File: src/rtl/acr_pkg.sv
package acr_pkg;

  // Register offsets
  localparam logic [7:0] ADDR_DATA_STATUS   = 8'h00;
  localparam logic [7:0] ADDR_X_HIGH        = 8'h01;
  localparam logic [7:0] ADDR_X_LOW         = 8'h02;
  localparam logic [7:0] ADDR_Y_HIGH        = 8'h03;
  localparam logic [7:0] ADDR_Y_LOW         = 8'h04;
  localparam logic [7:0] ADDR_Z_HIGH        = 8'h05;
  localparam logic [7:0] ADDR_Z_LOW         = 8'h06;
  localparam logic [7:0] ADDR_SYS_MODE      = 8'h0b;
  localparam logic [7:0] ADDR_EVENT_SOURCE  = 8'h0c;
  localparam logic [7:0] ADDR_IDENTITY      = 8'h0d;
  localparam logic [7:0] ADDR_RANGE_CFG     = 8'h0e;
  localparam logic [7:0] ADDR_ORIENT_STATUS = 8'h10;
  localparam logic [7:0] ADDR_ORIENT_CFG    = 8'h11;
  localparam logic [7:0] ADDR_ORIENT_DBNC   = 8'h12;
  localparam logic [7:0] ADDR_BF_COMP       = 8'h13;
  localparam logic [7:0] ADDR_TRIP_ANGLE    = 8'h14;
  localparam logic [7:0] ADDR_MOTION_CFG    = 8'h15;
  localparam logic [7:0] ADDR_MOTION_SOURCE = 8'h16;
  localparam logic [7:0] ADDR_MOTION_THS    = 8'h17;
  localparam logic [7:0] ADDR_MOTION_DBNC   = 8'h18;
  localparam logic [7:0] ADDR_SLEEP_COUNT   = 8'h29;
  localparam logic [7:0] ADDR_CTRL_ONE      = 8'h2a;
  localparam logic [7:0] ADDR_CTRL_TWO      = 8'h2b;
  localparam logic [7:0] ADDR_CTRL_THREE    = 8'h2c;
  localparam logic [7:0] ADDR_CTRL_FOUR     = 8'h2d;
  localparam logic [7:0] ADDR_CTRL_FIVE     = 8'h2e;
  localparam logic [7:0] ADDR_X_OFFSET      = 8'h2f;
  localparam logic [7:0] ADDR_Y_OFFSET      = 8'h30;
  localparam logic [7:0] ADDR_Z_OFFSET      = 8'h31;

  // Reset values that are not zero, then zero itself
  localparam logic [7:0] RST_ORIENT_CFG = 8'h80;
  localparam logic [7:0] RST_BF_COMP    = 8'h44;
  localparam logic [7:0] RST_TRIP_ANGLE = 8'h84;
  localparam logic [7:0] RST_ZERO       = 8'h00;

  // Field positions
  localparam int CTRL1_ACTIVE_BIT    = 0;
  localparam int CTRL1_FAST_READ_BIT = 1;
  localparam int CTRL2_SOFT_RST_BIT  = 6;

  // Two-wire bus and sample format
  localparam logic [6:0] DEV_ADDR   = 7'h1d;
  localparam logic [3:0] BYTE_BITS  = 4'h8;
  localparam int         SAMPLE_W   = 10;
  localparam logic [5:0] LOW_PAD    = 6'h00;

  // System mode codes
  localparam logic [1:0] MODE_STANDBY = 2'h0;
  localparam logic [1:0] MODE_WAKE    = 2'h1;
  localparam logic [1:0] MODE_SLEEP   = 2'h2;

  typedef struct packed {
    logic [SAMPLE_W-1:0] x;
    logic [SAMPLE_W-1:0] y;
    logic [SAMPLE_W-1:0] z;
  } acr_sample_t;

  typedef struct packed {
    logic [7:0] data_status;
    logic [7:0] event_source;
    logic [7:0] orientation_status;
    logic [7:0] motion_source;
  } acr_stat_t;

  typedef struct packed {
    logic [7:0] range_config;
    logic [7:0] orientation_config;
    logic [7:0] orientation_debounce;
    logic [7:0] motion_detect_config;
    logic [7:0] motion_detect_threshold;
    logic [7:0] motion_detect_debounce;
    logic [7:0] sleep_wake_counter;
    logic [7:0] control_one_rate_mode;
    logic [7:0] control_two_sleep_reset;
    logic [7:0] control_three_wake_pin;
    logic [7:0] control_four_irq_enable;
    logic [7:0] control_five_irq_route;
    logic [7:0] x_offset_adjust;
    logic [7:0] y_offset_adjust;
    logic [7:0] z_offset_adjust;
  } acr_cfg_t;

  localparam acr_cfg_t CFG_RESET = '{orientation_config: RST_ORIENT_CFG, default: RST_ZERO};

  typedef enum logic [8:0] {
    ST_IDLE   = 9'h001,
    ST_ADDR   = 9'h002,
    ST_ACK_AD = 9'h004,
    ST_REG    = 9'h008,
    ST_ACK_RG = 9'h010,
    ST_WDATA  = 9'h020,
    ST_ACK_WR = 9'h040,
    ST_RDATA  = 9'h080,
    ST_RACK   = 9'h100
  } acr_state_t;

endpackage : acr_pkg

File: src/rtl/acr_sync2.sv
`timescale 1ns/1ps
module acr_sync2 #(
  parameter int W = 2
) (
  // Clock and reset
  input  wire logic         clk,
  input  wire logic         sys_rst,
  // Data
  input  wire logic [W-1:0] async_i,
  output logic      [W-1:0] sync_o
);

  logic [W-1:0] meta_q;

  // Idle bus is high, so both stages reset high
  always_ff @(posedge clk or posedge sys_rst)
  begin
    if (sys_rst)
    begin
      meta_q <= '1;
      sync_o <= '1;
    end
    else
    begin
      meta_q <= async_i;
      sync_o <= meta_q;
    end
  end

endmodule : acr_sync2

File: src/rtl/acr_ptr_step.sv
`timescale 1ns/1ps
module acr_ptr_step (
  // Pointer
  input  wire logic [7:0] ptr_i,
  input  wire logic       fast_read_i,
  output logic      [7:0] next_o
);

  function automatic logic [7:0] step(input logic [7:0] p, input logic fr);
    logic [7:0] n;
    n = p + 8'h01;
    case (p)
      acr_pkg::ADDR_X_HIGH: n = fr ? acr_pkg::ADDR_Y_HIGH : acr_pkg::ADDR_X_LOW; // [RL1] [RL2]
      acr_pkg::ADDR_X_LOW:  n = fr ? acr_pkg::ADDR_DATA_STATUS : acr_pkg::ADDR_Y_HIGH; // [RL1]
      acr_pkg::ADDR_Y_HIGH: n = fr ? acr_pkg::ADDR_Z_HIGH : acr_pkg::ADDR_Y_LOW; // [RL2]
      acr_pkg::ADDR_Y_LOW:  n = fr ? acr_pkg::ADDR_DATA_STATUS : acr_pkg::ADDR_Z_HIGH;
      acr_pkg::ADDR_Z_HIGH: n = fr ? acr_pkg::ADDR_DATA_STATUS : acr_pkg::ADDR_Z_LOW; // [RL2]
      acr_pkg::ADDR_Z_LOW:  n = acr_pkg::ADDR_DATA_STATUS; // [RL1]
      acr_pkg::ADDR_Z_OFFSET: n = acr_pkg::ADDR_IDENTITY; // [RL5]
      default: n = p + 8'h01; // [RL5]
    endcase
    return n;
  endfunction : step

  assign next_o = step(ptr_i, fast_read_i); // [RL13]

endmodule : acr_ptr_step

File: src/rtl/acr_regbank.sv
// Functional notes
// [RL1] Without fast-read, burst pointer walks 0x01..0x06, then wraps to 0x00.
// [RL2] With fast-read, pointer skips low bytes: 0x01->0x03->0x05->0x00.
// [RL3] Ten-bit sample: high byte bits 9..2, low byte bits 1..0 in 7..6.
// [RL4] Reserved addresses read as zero.
// [RL5] Elsewhere pointer steps by one; after 0x31 it wraps to 0x0d.
// [RL6] Sample and status content is meaningful only in active mode.
// [RL7] Standby to active clears data, event, orientation and motion status.
// [RL8] Configuration and identity survive the move from active to standby.
// [RL9] Config writes act only in standby, except active bit and soft reset.
// [RL10] Reset reads zero except 0x0d=identity, 0x11=0x80, 0x13=0x44, 0x14=0x84.
// [RL11] Bus address 0011101; eighth bit one means read, zero write.
// [RL12] Pointer advances after each byte; master ends reads with nack, stop.
// [RL13] Fast-read bit in control one selects eight-bit sample access.
// [RL14] Writes to read-only or reserved addresses are acked and change nothing.
`timescale 1ns/1ps
module acr_regbank #(
  // Arbitrary value, not tied to any part
  parameter logic [7:0] IDENTITY_VALUE = 8'h3c,
  parameter logic [6:0] BUS_ADDR       = acr_pkg::DEV_ADDR
) (
  // Clock and reset
  input  wire logic               clk,
  input  wire logic               sys_rst,
  // Two-wire bus pins
  input  wire logic               scl_i,
  input  wire logic               sda_i,
  output logic                    sda_o,
  output logic                    sda_oe_n,
  // Sensing core side
  input  wire acr_pkg::acr_sample_t sample_i,
  input  wire logic               sample_load_i,
  input  wire acr_pkg::acr_stat_t stat_i,
  input  wire logic               stat_load_i,
  input  wire logic               sleep_i,
  // Configuration to the core
  output acr_pkg::acr_cfg_t       cfg_o,
  output logic                    active_o,
  output logic                    fast_read_o,
  output logic                    soft_reset_o
);

  generate
    if (BUS_ADDR == 7'h00)
    begin : g_bad_addr
      $error("Bus address zero is the general call and cannot be used");
    end
  endgenerate

  // Pin synchronisers
  logic [1:0] pins_s;
  logic       scl_s;
  logic       sda_s;

  acr_sync2 #(
    .W (2)
  ) u_sync (
    .clk     (clk),
    .sys_rst (sys_rst),
    .async_i ({scl_i, sda_i}),
    .sync_o  (pins_s)
  );

  assign scl_s = pins_s[1];
  assign sda_s = pins_s[0];

  logic scl_prev_q;
  logic sda_prev_q;

  always_ff @(posedge clk or posedge sys_rst)
  begin
    if (sys_rst)
    begin
      scl_prev_q <= 1'b1;
      sda_prev_q <= 1'b1;
    end
    else
    begin
      scl_prev_q <= scl_s;
      sda_prev_q <= sda_s;
    end
  end

  wire scl_rise = scl_s & ~scl_prev_q;
  wire scl_fall = ~scl_s & scl_prev_q;
  wire bus_start = scl_s & scl_prev_q & sda_prev_q & ~sda_s;
  wire bus_stop  = scl_s & scl_prev_q & ~sda_prev_q & sda_s;

  // Bus engine state
  acr_pkg::acr_state_t st_q;
  acr_pkg::acr_state_t st_d;
  logic [3:0]          cnt_q;
  logic [3:0]          cnt_d;
  logic [7:0]          sr_q;
  logic [7:0]          sr_d;
  logic [7:0]          tx_q;
  logic [7:0]          tx_d;
  logic [7:0]          ptr_q;
  logic [7:0]          ptr_d;
  logic                rw_q;
  logic                rw_d;
  logic                oe_n_q;
  logic                oe_n_d;

  // Register contents
  acr_pkg::acr_cfg_t    cfg_q;
  acr_pkg::acr_cfg_t    cfg_d;
  acr_pkg::acr_sample_t smp_q;
  acr_pkg::acr_stat_t   stat_q;
  logic                 active_prev_q;
  logic                 soft_rst_q;

  wire active    = cfg_q.control_one_rate_mode[acr_pkg::CTRL1_ACTIVE_BIT];
  wire fast_read = cfg_q.control_one_rate_mode[acr_pkg::CTRL1_FAST_READ_BIT];
  wire go_active = active & ~active_prev_q;

  logic [7:0] ptr_next;

  acr_ptr_step u_step (
    .ptr_i       (ptr_q),
    .fast_read_i (fast_read),
    .next_o      (ptr_next)
  );

  wire byte_done = (cnt_q == acr_pkg::BYTE_BITS);
  wire addr_hit  = (sr_q[7:1] == BUS_ADDR); // [RL11]
  wire wr_stb    = scl_fall & (st_q == acr_pkg::ST_WDATA) & byte_done;
  wire [7:0] wdata = sr_q;

  // Read decode
  function automatic logic [7:0] low_byte(input logic [acr_pkg::SAMPLE_W-1:0] s);
    return {s[1:0], acr_pkg::LOW_PAD}; // [RL3]
  endfunction : low_byte

  function automatic logic [7:0] high_byte(input logic [acr_pkg::SAMPLE_W-1:0] s);
    return s[acr_pkg::SAMPLE_W-1:2]; // [RL3]
  endfunction : high_byte

  logic [1:0] sys_mode;
  assign sys_mode = !active ? acr_pkg::MODE_STANDBY :
                    (sleep_i ? acr_pkg::MODE_SLEEP : acr_pkg::MODE_WAKE);

  logic [7:0] rd_byte;

  always_comb
  begin
    case (ptr_q)
      acr_pkg::ADDR_DATA_STATUS:   rd_byte = stat_q.data_status;
      acr_pkg::ADDR_X_HIGH:        rd_byte = high_byte(smp_q.x);
      acr_pkg::ADDR_X_LOW:         rd_byte = low_byte(smp_q.x);
      acr_pkg::ADDR_Y_HIGH:        rd_byte = high_byte(smp_q.y);
      acr_pkg::ADDR_Y_LOW:         rd_byte = low_byte(smp_q.y);
      acr_pkg::ADDR_Z_HIGH:        rd_byte = high_byte(smp_q.z);
      acr_pkg::ADDR_Z_LOW:         rd_byte = low_byte(smp_q.z);
      acr_pkg::ADDR_SYS_MODE:      rd_byte = {6'h00, sys_mode};
      acr_pkg::ADDR_EVENT_SOURCE:  rd_byte = stat_q.event_source;
      acr_pkg::ADDR_IDENTITY:      rd_byte = IDENTITY_VALUE;
      acr_pkg::ADDR_RANGE_CFG:     rd_byte = cfg_q.range_config;
      acr_pkg::ADDR_ORIENT_STATUS: rd_byte = stat_q.orientation_status;
      acr_pkg::ADDR_ORIENT_CFG:    rd_byte = cfg_q.orientation_config;
      acr_pkg::ADDR_ORIENT_DBNC:   rd_byte = cfg_q.orientation_debounce;
      acr_pkg::ADDR_BF_COMP:       rd_byte = acr_pkg::RST_BF_COMP; // [RL10]
      acr_pkg::ADDR_TRIP_ANGLE:    rd_byte = acr_pkg::RST_TRIP_ANGLE; // [RL10]
      acr_pkg::ADDR_MOTION_CFG:    rd_byte = cfg_q.motion_detect_config;
      acr_pkg::ADDR_MOTION_SOURCE: rd_byte = stat_q.motion_source;
      acr_pkg::ADDR_MOTION_THS:    rd_byte = cfg_q.motion_detect_threshold;
      acr_pkg::ADDR_MOTION_DBNC:   rd_byte = cfg_q.motion_detect_debounce;
      acr_pkg::ADDR_SLEEP_COUNT:   rd_byte = cfg_q.sleep_wake_counter;
      acr_pkg::ADDR_CTRL_ONE:      rd_byte = cfg_q.control_one_rate_mode;
      acr_pkg::ADDR_CTRL_TWO:      rd_byte = cfg_q.control_two_sleep_reset;
      acr_pkg::ADDR_CTRL_THREE:    rd_byte = cfg_q.control_three_wake_pin;
      acr_pkg::ADDR_CTRL_FOUR:     rd_byte = cfg_q.control_four_irq_enable;
      acr_pkg::ADDR_CTRL_FIVE:     rd_byte = cfg_q.control_five_irq_route;
      acr_pkg::ADDR_X_OFFSET:      rd_byte = cfg_q.x_offset_adjust;
      acr_pkg::ADDR_Y_OFFSET:      rd_byte = cfg_q.y_offset_adjust;
      acr_pkg::ADDR_Z_OFFSET:      rd_byte = cfg_q.z_offset_adjust;
      default:                     rd_byte = acr_pkg::RST_ZERO; // [RL4]
    endcase
  end

  // Bus engine: bits sampled on SCL rise, SDA changed on SCL fall
  always_comb
  begin
    st_d   = st_q;
    cnt_d  = cnt_q;
    sr_d   = sr_q;
    tx_d   = tx_q;
    ptr_d  = ptr_q;
    rw_d   = rw_q;
    oe_n_d = oe_n_q;
    if (bus_stop)
    begin
      st_d   = acr_pkg::ST_IDLE;
      oe_n_d = 1'b1;
    end
    else if (bus_start)
    begin
      // Repeated start keeps the pointer for random reads
      st_d   = acr_pkg::ST_ADDR;
      cnt_d  = 4'h0;
      oe_n_d = 1'b1;
    end
    else
    begin
      case (st_q)
        acr_pkg::ST_IDLE:
        begin
          oe_n_d = 1'b1;
        end
        acr_pkg::ST_ADDR, acr_pkg::ST_REG, acr_pkg::ST_WDATA:
        begin
          if (scl_rise && !byte_done)
          begin
            sr_d  = {sr_q[6:0], sda_s};
            cnt_d = cnt_q + 4'h1;
          end
          else if (scl_fall && byte_done)
          begin
            oe_n_d = 1'b0;
            cnt_d  = 4'h0;
            if (st_q == acr_pkg::ST_ADDR)
            begin
              rw_d = sr_q[0]; // [RL11]
              st_d = acr_pkg::ST_ACK_AD;
              if (!addr_hit)
              begin
                // Not ours: stay off the bus until the next start
                oe_n_d = 1'b1;
                st_d   = acr_pkg::ST_IDLE;
              end
            end
            else if (st_q == acr_pkg::ST_REG)
            begin
              ptr_d = sr_q;
              st_d  = acr_pkg::ST_ACK_RG;
            end
            else
            begin
              ptr_d = ptr_next; // [RL12] [RL14]
              st_d  = acr_pkg::ST_ACK_WR;
            end
          end
        end
        acr_pkg::ST_ACK_AD, acr_pkg::ST_ACK_RG, acr_pkg::ST_ACK_WR:
        begin
          if (scl_fall)
          begin
            oe_n_d = 1'b1;
            cnt_d  = 4'h0;
            if (st_q == acr_pkg::ST_ACK_AD && rw_q)
            begin
              tx_d   = rd_byte;
              oe_n_d = rd_byte[7];
              ptr_d  = ptr_next; // [RL12]
              st_d   = acr_pkg::ST_RDATA;
            end
            else if (st_q == acr_pkg::ST_ACK_AD)
              st_d = acr_pkg::ST_REG;
            else
              st_d = acr_pkg::ST_WDATA;
          end
        end
        acr_pkg::ST_RDATA:
        begin
          if (scl_rise)
            cnt_d = cnt_q + 4'h1;
          else if (scl_fall && byte_done)
          begin
            oe_n_d = 1'b1;
            st_d   = acr_pkg::ST_RACK;
          end
          else if (scl_fall)
          begin
            tx_d   = {tx_q[6:0], 1'b0};
            oe_n_d = tx_q[6];
          end
        end
        acr_pkg::ST_RACK:
        begin
          if (scl_rise && sda_s)
            st_d = acr_pkg::ST_IDLE; // [RL12]
          else if (scl_fall)
          begin
            cnt_d  = 4'h0;
            tx_d   = rd_byte;
            oe_n_d = rd_byte[7];
            ptr_d  = ptr_next; // [RL12]
            st_d   = acr_pkg::ST_RDATA;
          end
        end
        default:
        begin
          st_d   = acr_pkg::ST_IDLE;
          oe_n_d = 1'b1;
        end
      endcase
    end
  end

  always_ff @(posedge clk or posedge sys_rst)
  begin
    if (sys_rst)
    begin
      st_q   <= acr_pkg::ST_IDLE;
      cnt_q  <= 4'h0;
      sr_q   <= 8'h00;
      tx_q   <= 8'h00;
      ptr_q  <= 8'h00;
      rw_q   <= 1'b0;
      oe_n_q <= 1'b1;
    end
    else
    begin
      st_q   <= st_d;
      cnt_q  <= cnt_d;
      sr_q   <= sr_d;
      tx_q   <= tx_d;
      ptr_q  <= ptr_d;
      rw_q   <= rw_d;
      oe_n_q <= oe_n_d;
    end
  end

  // Register writes
  wire soft_rst_d = wr_stb && (ptr_q == acr_pkg::ADDR_CTRL_TWO)
                    && wdata[acr_pkg::CTRL2_SOFT_RST_BIT];

  always_comb
  begin
    cfg_d = cfg_q;
    if (soft_rst_q)
      cfg_d = acr_pkg::CFG_RESET; // [RL10]
    else if (wr_stb && !active)
    begin
      case (ptr_q) // [RL9]
        acr_pkg::ADDR_RANGE_CFG:    cfg_d.range_config            = wdata;
        acr_pkg::ADDR_ORIENT_CFG:   cfg_d.orientation_config      = wdata;
        acr_pkg::ADDR_ORIENT_DBNC:  cfg_d.orientation_debounce    = wdata;
        acr_pkg::ADDR_MOTION_CFG:   cfg_d.motion_detect_config    = wdata;
        acr_pkg::ADDR_MOTION_THS:   cfg_d.motion_detect_threshold = wdata;
        acr_pkg::ADDR_MOTION_DBNC:  cfg_d.motion_detect_debounce  = wdata;
        acr_pkg::ADDR_SLEEP_COUNT:  cfg_d.sleep_wake_counter      = wdata;
        acr_pkg::ADDR_CTRL_ONE:     cfg_d.control_one_rate_mode   = wdata;
        acr_pkg::ADDR_CTRL_TWO:
        begin
          // Soft reset bit self-clears, it is never stored
          cfg_d.control_two_sleep_reset = wdata;
          cfg_d.control_two_sleep_reset[acr_pkg::CTRL2_SOFT_RST_BIT] = 1'b0;
        end
        acr_pkg::ADDR_CTRL_THREE:   cfg_d.control_three_wake_pin  = wdata;
        acr_pkg::ADDR_CTRL_FOUR:    cfg_d.control_four_irq_enable = wdata;
        acr_pkg::ADDR_CTRL_FIVE:    cfg_d.control_five_irq_route  = wdata;
        acr_pkg::ADDR_X_OFFSET:     cfg_d.x_offset_adjust         = wdata;
        acr_pkg::ADDR_Y_OFFSET:     cfg_d.y_offset_adjust         = wdata;
        acr_pkg::ADDR_Z_OFFSET:     cfg_d.z_offset_adjust         = wdata;
        default:                    cfg_d = cfg_q; // [RL14]
      endcase
    end
    else if (wr_stb && ptr_q == acr_pkg::ADDR_CTRL_ONE)
      cfg_d.control_one_rate_mode[acr_pkg::CTRL1_ACTIVE_BIT] =
        wdata[acr_pkg::CTRL1_ACTIVE_BIT]; // [RL9]
  end

  // Config holds across active to standby; only bus writes and reset touch it
  always_ff @(posedge clk or posedge sys_rst)
  begin
    if (sys_rst)
    begin
      cfg_q         <= acr_pkg::CFG_RESET; // [RL10]
      soft_rst_q    <= 1'b0;
      active_prev_q <= 1'b0;
    end
    else
    begin
      cfg_q         <= cfg_d; // [RL8]
      soft_rst_q    <= soft_rst_d; // [RL9]
      active_prev_q <= active;
    end
  end

  // Samples and status: captured only while active; status alone cleared on wake
  always_ff @(posedge clk or posedge sys_rst)
  begin
    if (sys_rst)
    begin
      smp_q  <= '0;
      stat_q <= '0;
    end
    else if (soft_rst_q)
    begin
      smp_q  <= '0;
      stat_q <= '0;
    end
    else
    begin
      if (sample_load_i && active)
        smp_q <= sample_i; // [RL6]
      if (stat_load_i && active)
        stat_q <= stat_i; // [RL6]
      else if (go_active)
        stat_q <= '0; // [RL7]
    end
  end

  assign sda_o        = 1'b0;
  assign sda_oe_n     = oe_n_q;
  assign cfg_o        = cfg_q;
  assign active_o     = active;
  assign fast_read_o  = fast_read; // [RL13]
  assign soft_reset_o = soft_rst_q;

endmodule : acr_regbank

File: config.mk
export PLATFORM = sky130hd
export DESIGN_NAME = acr_regbank
export DESIGN_NICKNAME = d
export VERILOG_FILES = /design/src/rtl/acr_pkg.sv /design/src/rtl/acr_sync2.sv /design/src/rtl/acr_ptr_step.sv /design/src/rtl/acr_regbank.sv
export SDC_FILE = /design/constraint.sdc
export NUM_CORES = 1
export LEC_CHECK = 0
export BUFFER_PORTS_ARGS = -buffer_cell sky130_fd_sc_hd__buf_2
export CAP_MARGIN = 20
export CORE_MARGIN = 3
export CORE_UTILIZATION = 59
export CTS_CLUSTER_DIAMETER = 40
export DETAILED_ROUTE_END_ITERATION = 12
export PLACE_DENSITY = 0.86
export SYNTH_ARGS = -nofsm -noshare
export SYNTH_HDL_FRONTEND = slang
export SYNTH_SLANG_ARGS = --single-unit
File: constraint.sdc
create_clock -name clk -period 24.2 [get_ports clk]
set_input_delay 4.84 -clock clk [delete_from_list [all_inputs] [get_ports clk]]
set_output_delay 4.84 -clock clk [all_outputs]
set_load 0.02 [all_outputs]
==> run metrics, run 1 <==
hold depth 0; sum of negative setup slack 0 ns; clock power share between 50% and 60%; PD cells 64.1 nW/um2; Critical Path AT 7.02 ns; global-route wire length before repair ~62000 um; path depth of the worst reg2reg path 9; post-DP HPWL around 28000 um; Fmax achieved 155 MHz; RSZ-0062 raised after global routing no; DR WL/cell approximately 26 um; Worst Path Buf+Inv 4; hold slack approximately 0.36 ns; Crit path depth 4; Mapped Area approximately 12000 um2; slew of the pin with the lowest slew margin between 1 and 1.5 ns; Worst Path Required around 25 ns; Synth top area share around 47%; Crit-path slowest cell buf_4; worst min path class reg2reg; crit end category asynchronous set/reset pin; Synth Instances about 1100; CTS tree done; Internal Dissipation between 0.6 and 0.7 mW; placed inst area 12600 um2; status finished clean; P&R area growth vs syn 18.0%; hold_buf cts 0; Iteration-0 DRC Markers between 1000 and 1500; ys flop type dfrtp_1; Max VDD drop about 61 uV; startpoint types primary input; # rows 50; net switching power between 0.2 and 0.25 mW; most used cell, CP buf_4; Max-Slew Margin vs Limit between 20% and 30%; final hold vios 0; total die area about 21000 um2; Synth async-reset ratio 100%; number of flops mapped to enable cells by yosys 0; Logic pwr share 3.5%; Post-CTS Setup Inserts 0; Post-Route WL 40700 um; initial antenna violation count 0; largest net degree at the start of global routing about 110; gpl congestion 1.02; vias per cell 6.87; total CTS buffers 28; CORE AREA around 19000 um2; Initial Utilization about three fifths; sw frac between 20 and 25%; post-synth top area cell dfrtp_1; CTS Root Cell clkbuf_16; crit share post-route between 20% and 30%; Hold Path Origin u_sync.meta_q[0]; clock-pin slew on the worst setup and hold paths approximately 0.06 ns; Synth Warn # 0; Max-cap violations 0; post-synthesis register bit count approximately 230; CP max stage delay between 0.8 and 0.9 ns; setup slack, reg-to-reg about 21 ns; Endpoint, Worst Hold u_sync.sync_o[0]; Skew-Pair Late Insertion Delay roughly 0.54 ns; Buffers on Ports about 190; maximum fanout along the worst path 106; Tmin final 6.46 ns; Slew Limit Fails 0; clk sinks approximately 230; DR DRC count 0; # setup viols final 0; Die W around 150 um; post-synth cell types 84; sequential element share of the synthesized area 49.1%; Post-Syn Area per Cell between 10 and 15 um2; critical path, cell by cell buf_2 -> inv_8 -> buf_4 -> buf_4; Setup CP Type in2async; Layout Utilization 71.9%; Layout Skew approximately 0.013 ns; sequential power share about 45%; die height approximately 150 um; commonest non-fill, non-tap cell in the layout dfrtp_1; ant diodes 0; Pwr Total just under 0.9 mW; CP top delay family buffers and inverters; H-tree depth 1; vias in the first global route 10400; CTS-repair resized insts 0; vias approximately 11000; Final nets 1355; top cells by area, synth dfrtp_1, mux2i_1, a22o_1; R2R Path Start ptr_q[1]; leak pwr around 6.5 nW; clk buf depth 3; total gr overflow 0; DRT Pass-1 Iters 6; commonest cells after routing, fill and taps aside dfrtp_1, buf_2, nor2_1; Boundary Pins ~190; reg2reg end tx_q[4]; gr usage total around 37%; ANT nets after route 0; fin area ~14000 um2; share of layout cells above drive strength 1 between 20% and 30%
[through the flow]
stage | setup slack, ns | cells
3_5_place_dp | 17.06 | 1508
3_3_place_gp | 17.12 | 1506
5_1_grt | 17.33 | 1560
4_1_cts | 17.61 | 1559
2_1_floorplan | 13.16 | 1138
6_report | 17.74 | 1560
[metal layers]
layer	track usage (%)	routed length, um	vias up
li1	-	-	4471
met1	51.1	15300	5268
met2	56.1	18000	808
met3	9.34	4880	175
met4	17.7	2460	0
met5	0	0	-
[state kept, by name, indices dropped and copies added (netlist names)]
register	flops
cfg_o	118
stat_q	32
smp_q	30
st_q	9
ptr_q	8
sr_q	8
tx_q	7
cnt_q	4
u_sync.meta_q	2
u_sync.sync_o	2
active_o	1
active_prev_q	1
rw_q	1
scl_prev_q	1
sda_oe_n	1
sda_prev_q	1
soft_reset_o	1
[final cells by class]
type / count / area [um2]
fill: 1420 / 5350
tap: 260 / 325
multi-input combinational: 794 / 5430
clock buffer: 35 / 798
timing repair buffer: 210 / 1130
inverter: 18 / 75.1
clock inverter: 16 / 225
sequential: 227 / 5700
[power by group through the flow]
stage	logic [mW]	registers [mW]	clock network, mW
floorplan	0.0220	0.392	0
global placement	0.0297	0.397	0
detailed placement	0.0305	0.398	0
CTS	0.0307	0.391	0.454
global route	0.0338	0.391	0.473
finish	0.0304	0.392	0.454
[synthesized netlist by cell type, drive strengths merged (5+ instances only)]
library cell and count:
o31ai 10, ha 7, nand2b 7, dfstp 9, a22oi 21, a22o 72, and3 15, nand4 17
a21oi 41, nor4 11, a32o 8, nor3 25, mux2i 106, a32oi 16, nand3 31, o22ai 7
a221oi 8, nor2b 12, or3 5, a222oi 6, and2 9, o211ai 6, o21ai 23, clkbuf 62
dfrtp 218, mux2 14, inv 18, nor2 145, nand2 81, buf 37, a2111oi 5
[worst max path at each step]
| stage | startpoint | end | slack (ns) |
|---|---|---|---|
| global placement | sys_rst | soft_reset_o | 17.12 |
| finish | sys_rst | soft_reset_o | 17.74 |
| detailed placement | sys_rst | soft_reset_o | 17.06 |
| CTS | sys_rst | soft_reset_o | 17.61 |
| global route | sys_rst | soft_reset_o | 17.33 |
| floorplan | sys_rst | active_o | 13.16 |
[cell families (layout without fill, tap and decap cells)]
kind of cell,count (synthesis),after routing,synth area share [%]
buffers and inverters,117,279,4.26
DFF,227,227,49.1
xor gates and xnor gates,5,5,0.378
other,1,2,0.0324
AOI/OAI and AO/OA,267,267,17.6
adders and majority gates,7,7,0.756
and+or+nand+nor,393,393,17.3
muxes,120,120,10.5
Note: power is estimated with default switching activity, not from simulation.
==> run 2, diff against run 1 <==
- CORE_UTILIZATION: 59 -> 51
- PLACE_DENSITY: 0.86 -> 0.79
- clock period: 24.2 -> 5.3 ns (I/O delays scaled with it)
==> run 2 against run 1 <==
Register-to-register slack got worse by 19 ns. Hold slack about the same. Clock power increased to 5.1 times the previous value. Core utilization decreased by 9.0 points. Total power increased to 4.8 times the previous value. Via count decreased by 0.65%. Design area increased by 1.6%. Clock skew increased by 0.0023 ns. Cell count increased by 2.0%. Count of clock-buffer cells in the layout increased by 6. Sequential power increased to 4.6 times the previous value. Critical path depth increased by 1.
==> run metrics, run 2 (synthesis results as in run 1) <==
clock-pin slew on the worst setup and hold paths 0.06 ns (about the same); Initial Utilization 52.5% (-8.5 points); PD cells 306 nW/um2 (+380%); P&R area growth vs syn 19.9%; fin area 13900 um2 (+1.6%); register cell area after layout 5700 um2 (unchanged); total die area 24600 um2 (+15%); clk sinks 227 (unchanged); initial antenna violation count 0 (unchanged); total CTS buffers 34 (+21%); Non-Filler Instances 1591 (+2.0%); CORE AREA 22100 um2 (+16%); critical path, cell by cell or4_1 -> nor2_1 -> and3_1 -> mux2i_1 -> nor2_1; CTS tree done; most used cell, CP nor2_1; CP max stage delay 0.88 ns (+0.02 ns); CTS Root Cell clkbuf_16; commonest non-fill, non-tap cell in the layout dfrtp_1; vias in the first global route 10500 (+1.5%); post-DP HPWL 30000 um (+7.2%); share of layout cells above drive strength 1 24.6% (+0.64 points); global-route wire length before repair 64300 um (+3.0%); Worst Path Required 5.64 ns (-19.12 ns); Crit-path slowest cell nor2_1; DR DRC count 0 (unchanged); Tmin final between 3 and 4 ns; setup slack after placement 2.09 ns (-14.97 ns); leak pwr 6.56 nW (+1.4%); area occupied by multi-input gates 5430 um2 (about the same); sum of negative setup slack 0 ns (unchanged); Final nets 1362 (+0.52%); # setup viols final 0 (unchanged); DR WL/cell 26.7 um (+2.2%); Buffers on Ports 191 (unchanged); max reg flops 118 (unchanged); vias 10700 (-0.65%); worst min path class reg2reg; slew of the pin with the lowest slew margin 1.10 ns (-0.0308 ns); Critical Path AT 3.69 ns (-3.33 ns); final hold vios 0 (unchanged); Post-Route WL 42400 um (+4.2%); RSZ-0062 raised after global routing no; largest net degree at the start of global routing 122 (+14%); DRT Pass-1 Iters 6 (unchanged); Max-Slew Margin vs Limit 26.8% (+2.2 points); Skew-Pair Late Insertion Delay 0.51 ns (-0.03 ns); startpoint types register; Max-cap violations 0 (unchanged); Setup CP Type reg2reg; total gr overflow 0 (unchanged); Filler Cell Count 1780 (+25%); ant diodes 0 (unchanged); Fmax achieved 299 MHz; Slew Limit Fails 0 (unchanged); # rows 54 (+8.0%); final worst slack 1.95 ns (-15.78 ns); gr usage total 34.4% (-2.9 points); Die W 157 um (+7.2%); ANT nets after route 0 (unchanged); die height 157 um (+7.2%); hold_buf cts 0 (unchanged); Layout Utilization 62.9% (-9.0 points); crit share post-route between 60% and 70%; placed inst area 12700 um2 (+0.25%); Iteration-0 DRC Markers 1211 (-16%); # placed instances 1528 (+1.3%); CTS-repair resized insts 0 (unchanged); crit end category register; Max VDD drop 221 uV (+260%); Boundary Pins 194 (unchanged); commonest cells after routing, fill and taps aside dfrtp_1, buf_2, nor2_1; setup slack, reg-to-reg 1.95 ns (-18.67 ns); Post-CTS Setup Inserts 0 (unchanged); maximum fanout along the worst path 16 (-85%); status finished clean; gpl congestion 1.04 (+1.7%); H-tree depth 2 (+1); vias per cell 6.70 (-2.6%); Layout Skew 0.0154 ns (+0.00230 ns); clk buf depth 3 (unchanged)
-- run 2: cell count changes in the layout (fill, tap and decap cells not counted) --
cell        delta
nor3_2         +1
clkbuf_8       -1
buf_12         +1
buf_8          -1
clkbuf_16      +7
nor3_1         -1
clkinv_2       +3
inv_8          -2
clkinvlp_4     +1
clkbuf_1       +1
clkinv_4       +2
-- run 2: area by class of cell --
type,count,area share [%]
Clock buffer,41,6.76
Clock inverter,20,1.77
Inverter,18,0.513
Multi-Input combinational cell,794,39.1
Sequential cell,227,41.0
Tap cell,280,2.52
Timing Repair Buffer,211,8.32
-- run 2: report_power, final --
| group | leakage (nW) | internal [mW] | switching, mW | total [mW] |
|---|---|---|---|---|
| Combinational | 2.85 | 0.0527 | 0.0859 | 0.139 |
| Sequential | 3.13 | 1.75 | 0.0378 | 1.79 |
| Clock | 0.578 | 1.48 | 0.840 | 2.32 |
-- run 2: path summary, 6_finish.rpt --
check	start	end	cells after the start
setup reg to reg	ptr_q[5]	cfg_o[112]	5
max in group asynchronous	sys_rst	cfg_o[72]	3
hold / removal	u_sync.meta_q[1]	u_sync.sync_o[1]	0
setup / recovery	ptr_q[5]	cfg_o[112]	5
hold reg to reg	u_sync.meta_q[1]	u_sync.sync_o[1]	0
min in group asynchronous	sys_rst	stat_q[31]	2
-- run 2: layer usage --
metal | vias to the layer above | global-route usage, % | part of all wire (%)
met3 | 138 | 9.10 | 11
li1 | 4515 | - | -
met5 | - | 0 | 0
met1 | 5288 | 47.6 | 40
met4 | 0 | 13.8 | 4.7
met2 | 711 | 51.8 | 44
-- run 2: metrics by stage --
| stage | hold slack (ns) | power, mW |
|---|---|---|
| after CTS | 0.360 | 4.27 |
| after global placement | 0.349 | 1.95 |
| after detailed placement | 0.353 | 1.96 |
| after global routing | 0.362 | 4.37 |
| after floorplan | 0.345 | 1.89 |
| final | 0.358 | 4.24 |
-- run 2: worst max-delay path: cells and delay by family (launching register included) --
kind             cells  cell delay [ns]
DFF                  1             0.57
muxes                1             0.26
and+or+nand+nor      4             2.35
==> run 3, diff against run 2 <==
- clock period: 5.3 -> 2.75 ns (I/O delays scaled with it)
==> run 3 against run 2 <==
Design area grew 4.9%. Sequential cell count is the same. Register-to-register slack lost 1.9 ns. Hold slack lost 0.21 ns. First-iteration DRC count grew 12%. Die area is the same. Count of clock-buffer cells in the layout grew 4. Total power grew 89%. Setup slack lost 1.9 ns. Sequential power grew 92%. Core utilization grew 3.1 points. Clock skew shrank 0.00070 ns. Critical path type unchanged.
==> run metrics, run 3 (synthesis results as in run 1) <==
status finished clean; hold slack 0.150 ns (-0.208 ns); Post-Route WL 44600 um (+5.3%); largest net degree at the start of global routing 123 (+0.82%); commonest non-fill, non-tap cell in the layout dfrtp_1; leak pwr 6.99 nW (+6.6%); worst min path class in2reg; setup slack, reg-to-reg 0.06 ns (-1.89 ns); vias in the first global route 10800 (+2.9%); CTS tree done; sw frac 23.8% (+1.1 points); crit share post-route 97.6% (+35 points); Boundary Pins 194 (unchanged); crit end category register; total gr overflow 0 (unchanged); net switching power 1.90 mW (+98%); commonest cells after routing, fill and taps aside dfrtp_1, buf_2, nor2_1; peak-usage layer in the global routing report met2; CP max stage delay 0.75 ns (-0.13 ns); crit path to tx_q[6]; CP top delay family simple AND/OR/NAND/NOR gates; Iteration-0 DRC Markers 1361 (+12%); Layout Utilization 65.9% (+3.1 points); slew of the pin with the lowest slew margin 1.07 ns (-0.0298 ns); Skew-Pair Late Insertion Delay 0.51 ns (about the same); GRT met1 Usage 51.0% (+3.4 points); ant diodes 0 (unchanged); clk buf depth 3 (unchanged); hold_buf cts 0 (unchanged); Crit path depth 6 (+1); Initial Utilization 52.5% (unchanged); Max-Slew Margin vs Limit 28.7% (+2.0 points); P&R area growth vs syn 25.7%; path depth of the worst reg2reg path 6 (+1); CTS Root Cell clkbuf_16; Worst Path Required 3.14 ns (-2.50 ns); max reg flops 118 (unchanged); Slew Limit Fails 0 (unchanged); die height 157 um (unchanged); DR DRC count 0 (unchanged); placed inst area 13400 um2 (+5.9%); Layout Skew 0.0147 ns (-0.000695 ns); Max-cap violations 0 (unchanged); fin area 14600 um2 (+4.9%); DR WL/cell 26.7 um (about the same); Crit-path slowest cell or4b_1; post-DP HPWL 32000 um (+6.6%); # setup viols final 0 (unchanged); initial antenna violation count 0 (unchanged); Die W 157 um (unchanged); setup slack after placement -0.0347 ns (-2.12 ns); total CTS buffers 34 (unchanged); Setup CP Type reg2reg; maximum fanout along the worst path 10 (-6); global-route wire length before repair 67500 um (+4.9%); clk sinks 227 (unchanged); ANT nets after route 0 (unchanged); met3 Track Usage GR 7.44% (-1.7 points); Critical Path AT 3.07 ns (-0.62 ns); RSZ-0062 raised after global routing no; Final nets 1448 (+6.3%); Internal Dissipation 6.11 mW (+86%); vias per cell 6.58 (-1.8%); Max VDD drop 534 uV (+140%); final worst slack 0.0648 ns (-1.89 ns); gr usage total 36.1% (+1.7 points); clock-pin slew on the worst setup and hold paths 0.06 ns (about the same); Buffers on Ports 191 (unchanged); CP Launch Point ptr_q[4]; vias 11000 (+3.4%); Tmin final 2.69 ns (-0.661 ns); final hold vios 0 (unchanged); PD cells 550 nW/um2 (+80%); startpoint types register; CORE AREA 22100 um2 (unchanged); # rows 54 (unchanged); met2 usage 54.6% (+2.7 points); Worst Path Buf+Inv 0 (unchanged); Logic pwr share 3.9% (+0.6 points); gpl congestion 1.02 (-1.8%); H-tree depth 2 (unchanged); clock power share 53.3% (-1.3 points); R2R Path Start ptr_q[4]; reg2reg end tx_q[6]; Fmax achieved 372 MHz (+25%); DRT Pass-1 Iters 6 (unchanged); critical path, cell by cell or4b_1 -> nor2_2 -> a22o_1 -> a221oi_1 -> and4_1 -> o31ai_1; share of layout cells above drive strength 1 28.8% (+4.2 points); total die area 24600 um2 (unchanged); sequential power share 42.8% (+0.7 points)
==> run 3: cell count changes in the layout (fill, tap and decap cells not counted), sizes merged <==
cell	change
buf	+87
clkbuf	+3
bufinv	-2
clkinvlp	-2
inv	-2
==> run 3: worst register-to-register path, delay by kind of cell (launching register included) <==
| kind | cells | cell delay [ns] |
|---|---|---|
| flip-flops | 1 | 0.47 |
| AND/OR/NAND/NOR | 3 | 1.50 |
| AO/OA/AOI/OAI | 3 | 0.62 |
==> run 3: repair_timing <==
| action | 4_1_cts | 5_1_grt |
|---|---|---|
| hold endpoints to repair | 0 | 0 |
| endpoints found under the setup margin | 2 | 7 |
| pin swaps | 0 | 2 |
| buffers inserted | 0 | 1 |
| gates resized for setup | 2 | 3 |
==> run 3: worst min-delay path by stage <==
stage	to	startpoint	depth (start not counted)
after global placement	u_sync.sync_o[0]	u_sync.meta_q[0]	0
after floorplan	u_sync.sync_o[0]	u_sync.meta_q[0]	0
after global routing	u_sync.meta_q[1]	scl_i	1
final	u_sync.meta_q[0]	sda_i	1
after CTS	u_sync.meta_q[0]	sda_i	1
after detailed placement	u_sync.sync_o[0]	u_sync.meta_q[0]	0
==> run 3: through the flow <==
step           power, mW  std cells  TNS (ns)
2_1_floorplan       3.65       1138   -165.38
3_3_place_gp        3.79       1613   -0.0305
3_5_place_dp        3.79       1613   -0.0400
4_1_cts             8.02       1672         0
5_1_grt             8.22       1675         0
6_report            8.01       1675         0
==> run 3: final cells by class <==
class	count	area, um2
fillers	1739	7520
flip-flops and latches	227	5700
multi-input cells	794	5440
repair buffers	297	1910
clock buffers	45	933
well taps	280	350
clock inverters	14	171
inverters	18	71.3
==> run 3: metal layers <==
layer  routed length [um]  vias up  share of wire (%)
met5                    0        -                  0
met4                 2010        0                4.5
met3                 4640      128                 10
met2                20100      735                 45
met1                17900     5479                 40
li1                     -     4673                  -
==> run 3: power groups by stage <==
| stage | clock network, mW | registers (mW) | logic, mW |
|---|---|---|---|
| floorplan | 0 | 3.45 | 0.194 |
| global placement | 0 | 3.48 | 0.303 |
| detailed placement | 0 | 3.48 | 0.307 |
| CTS | 4.29 | 3.43 | 0.309 |
| global route | 4.44 | 3.43 | 0.343 |
| finish | 4.27 | 3.43 | 0.312 |
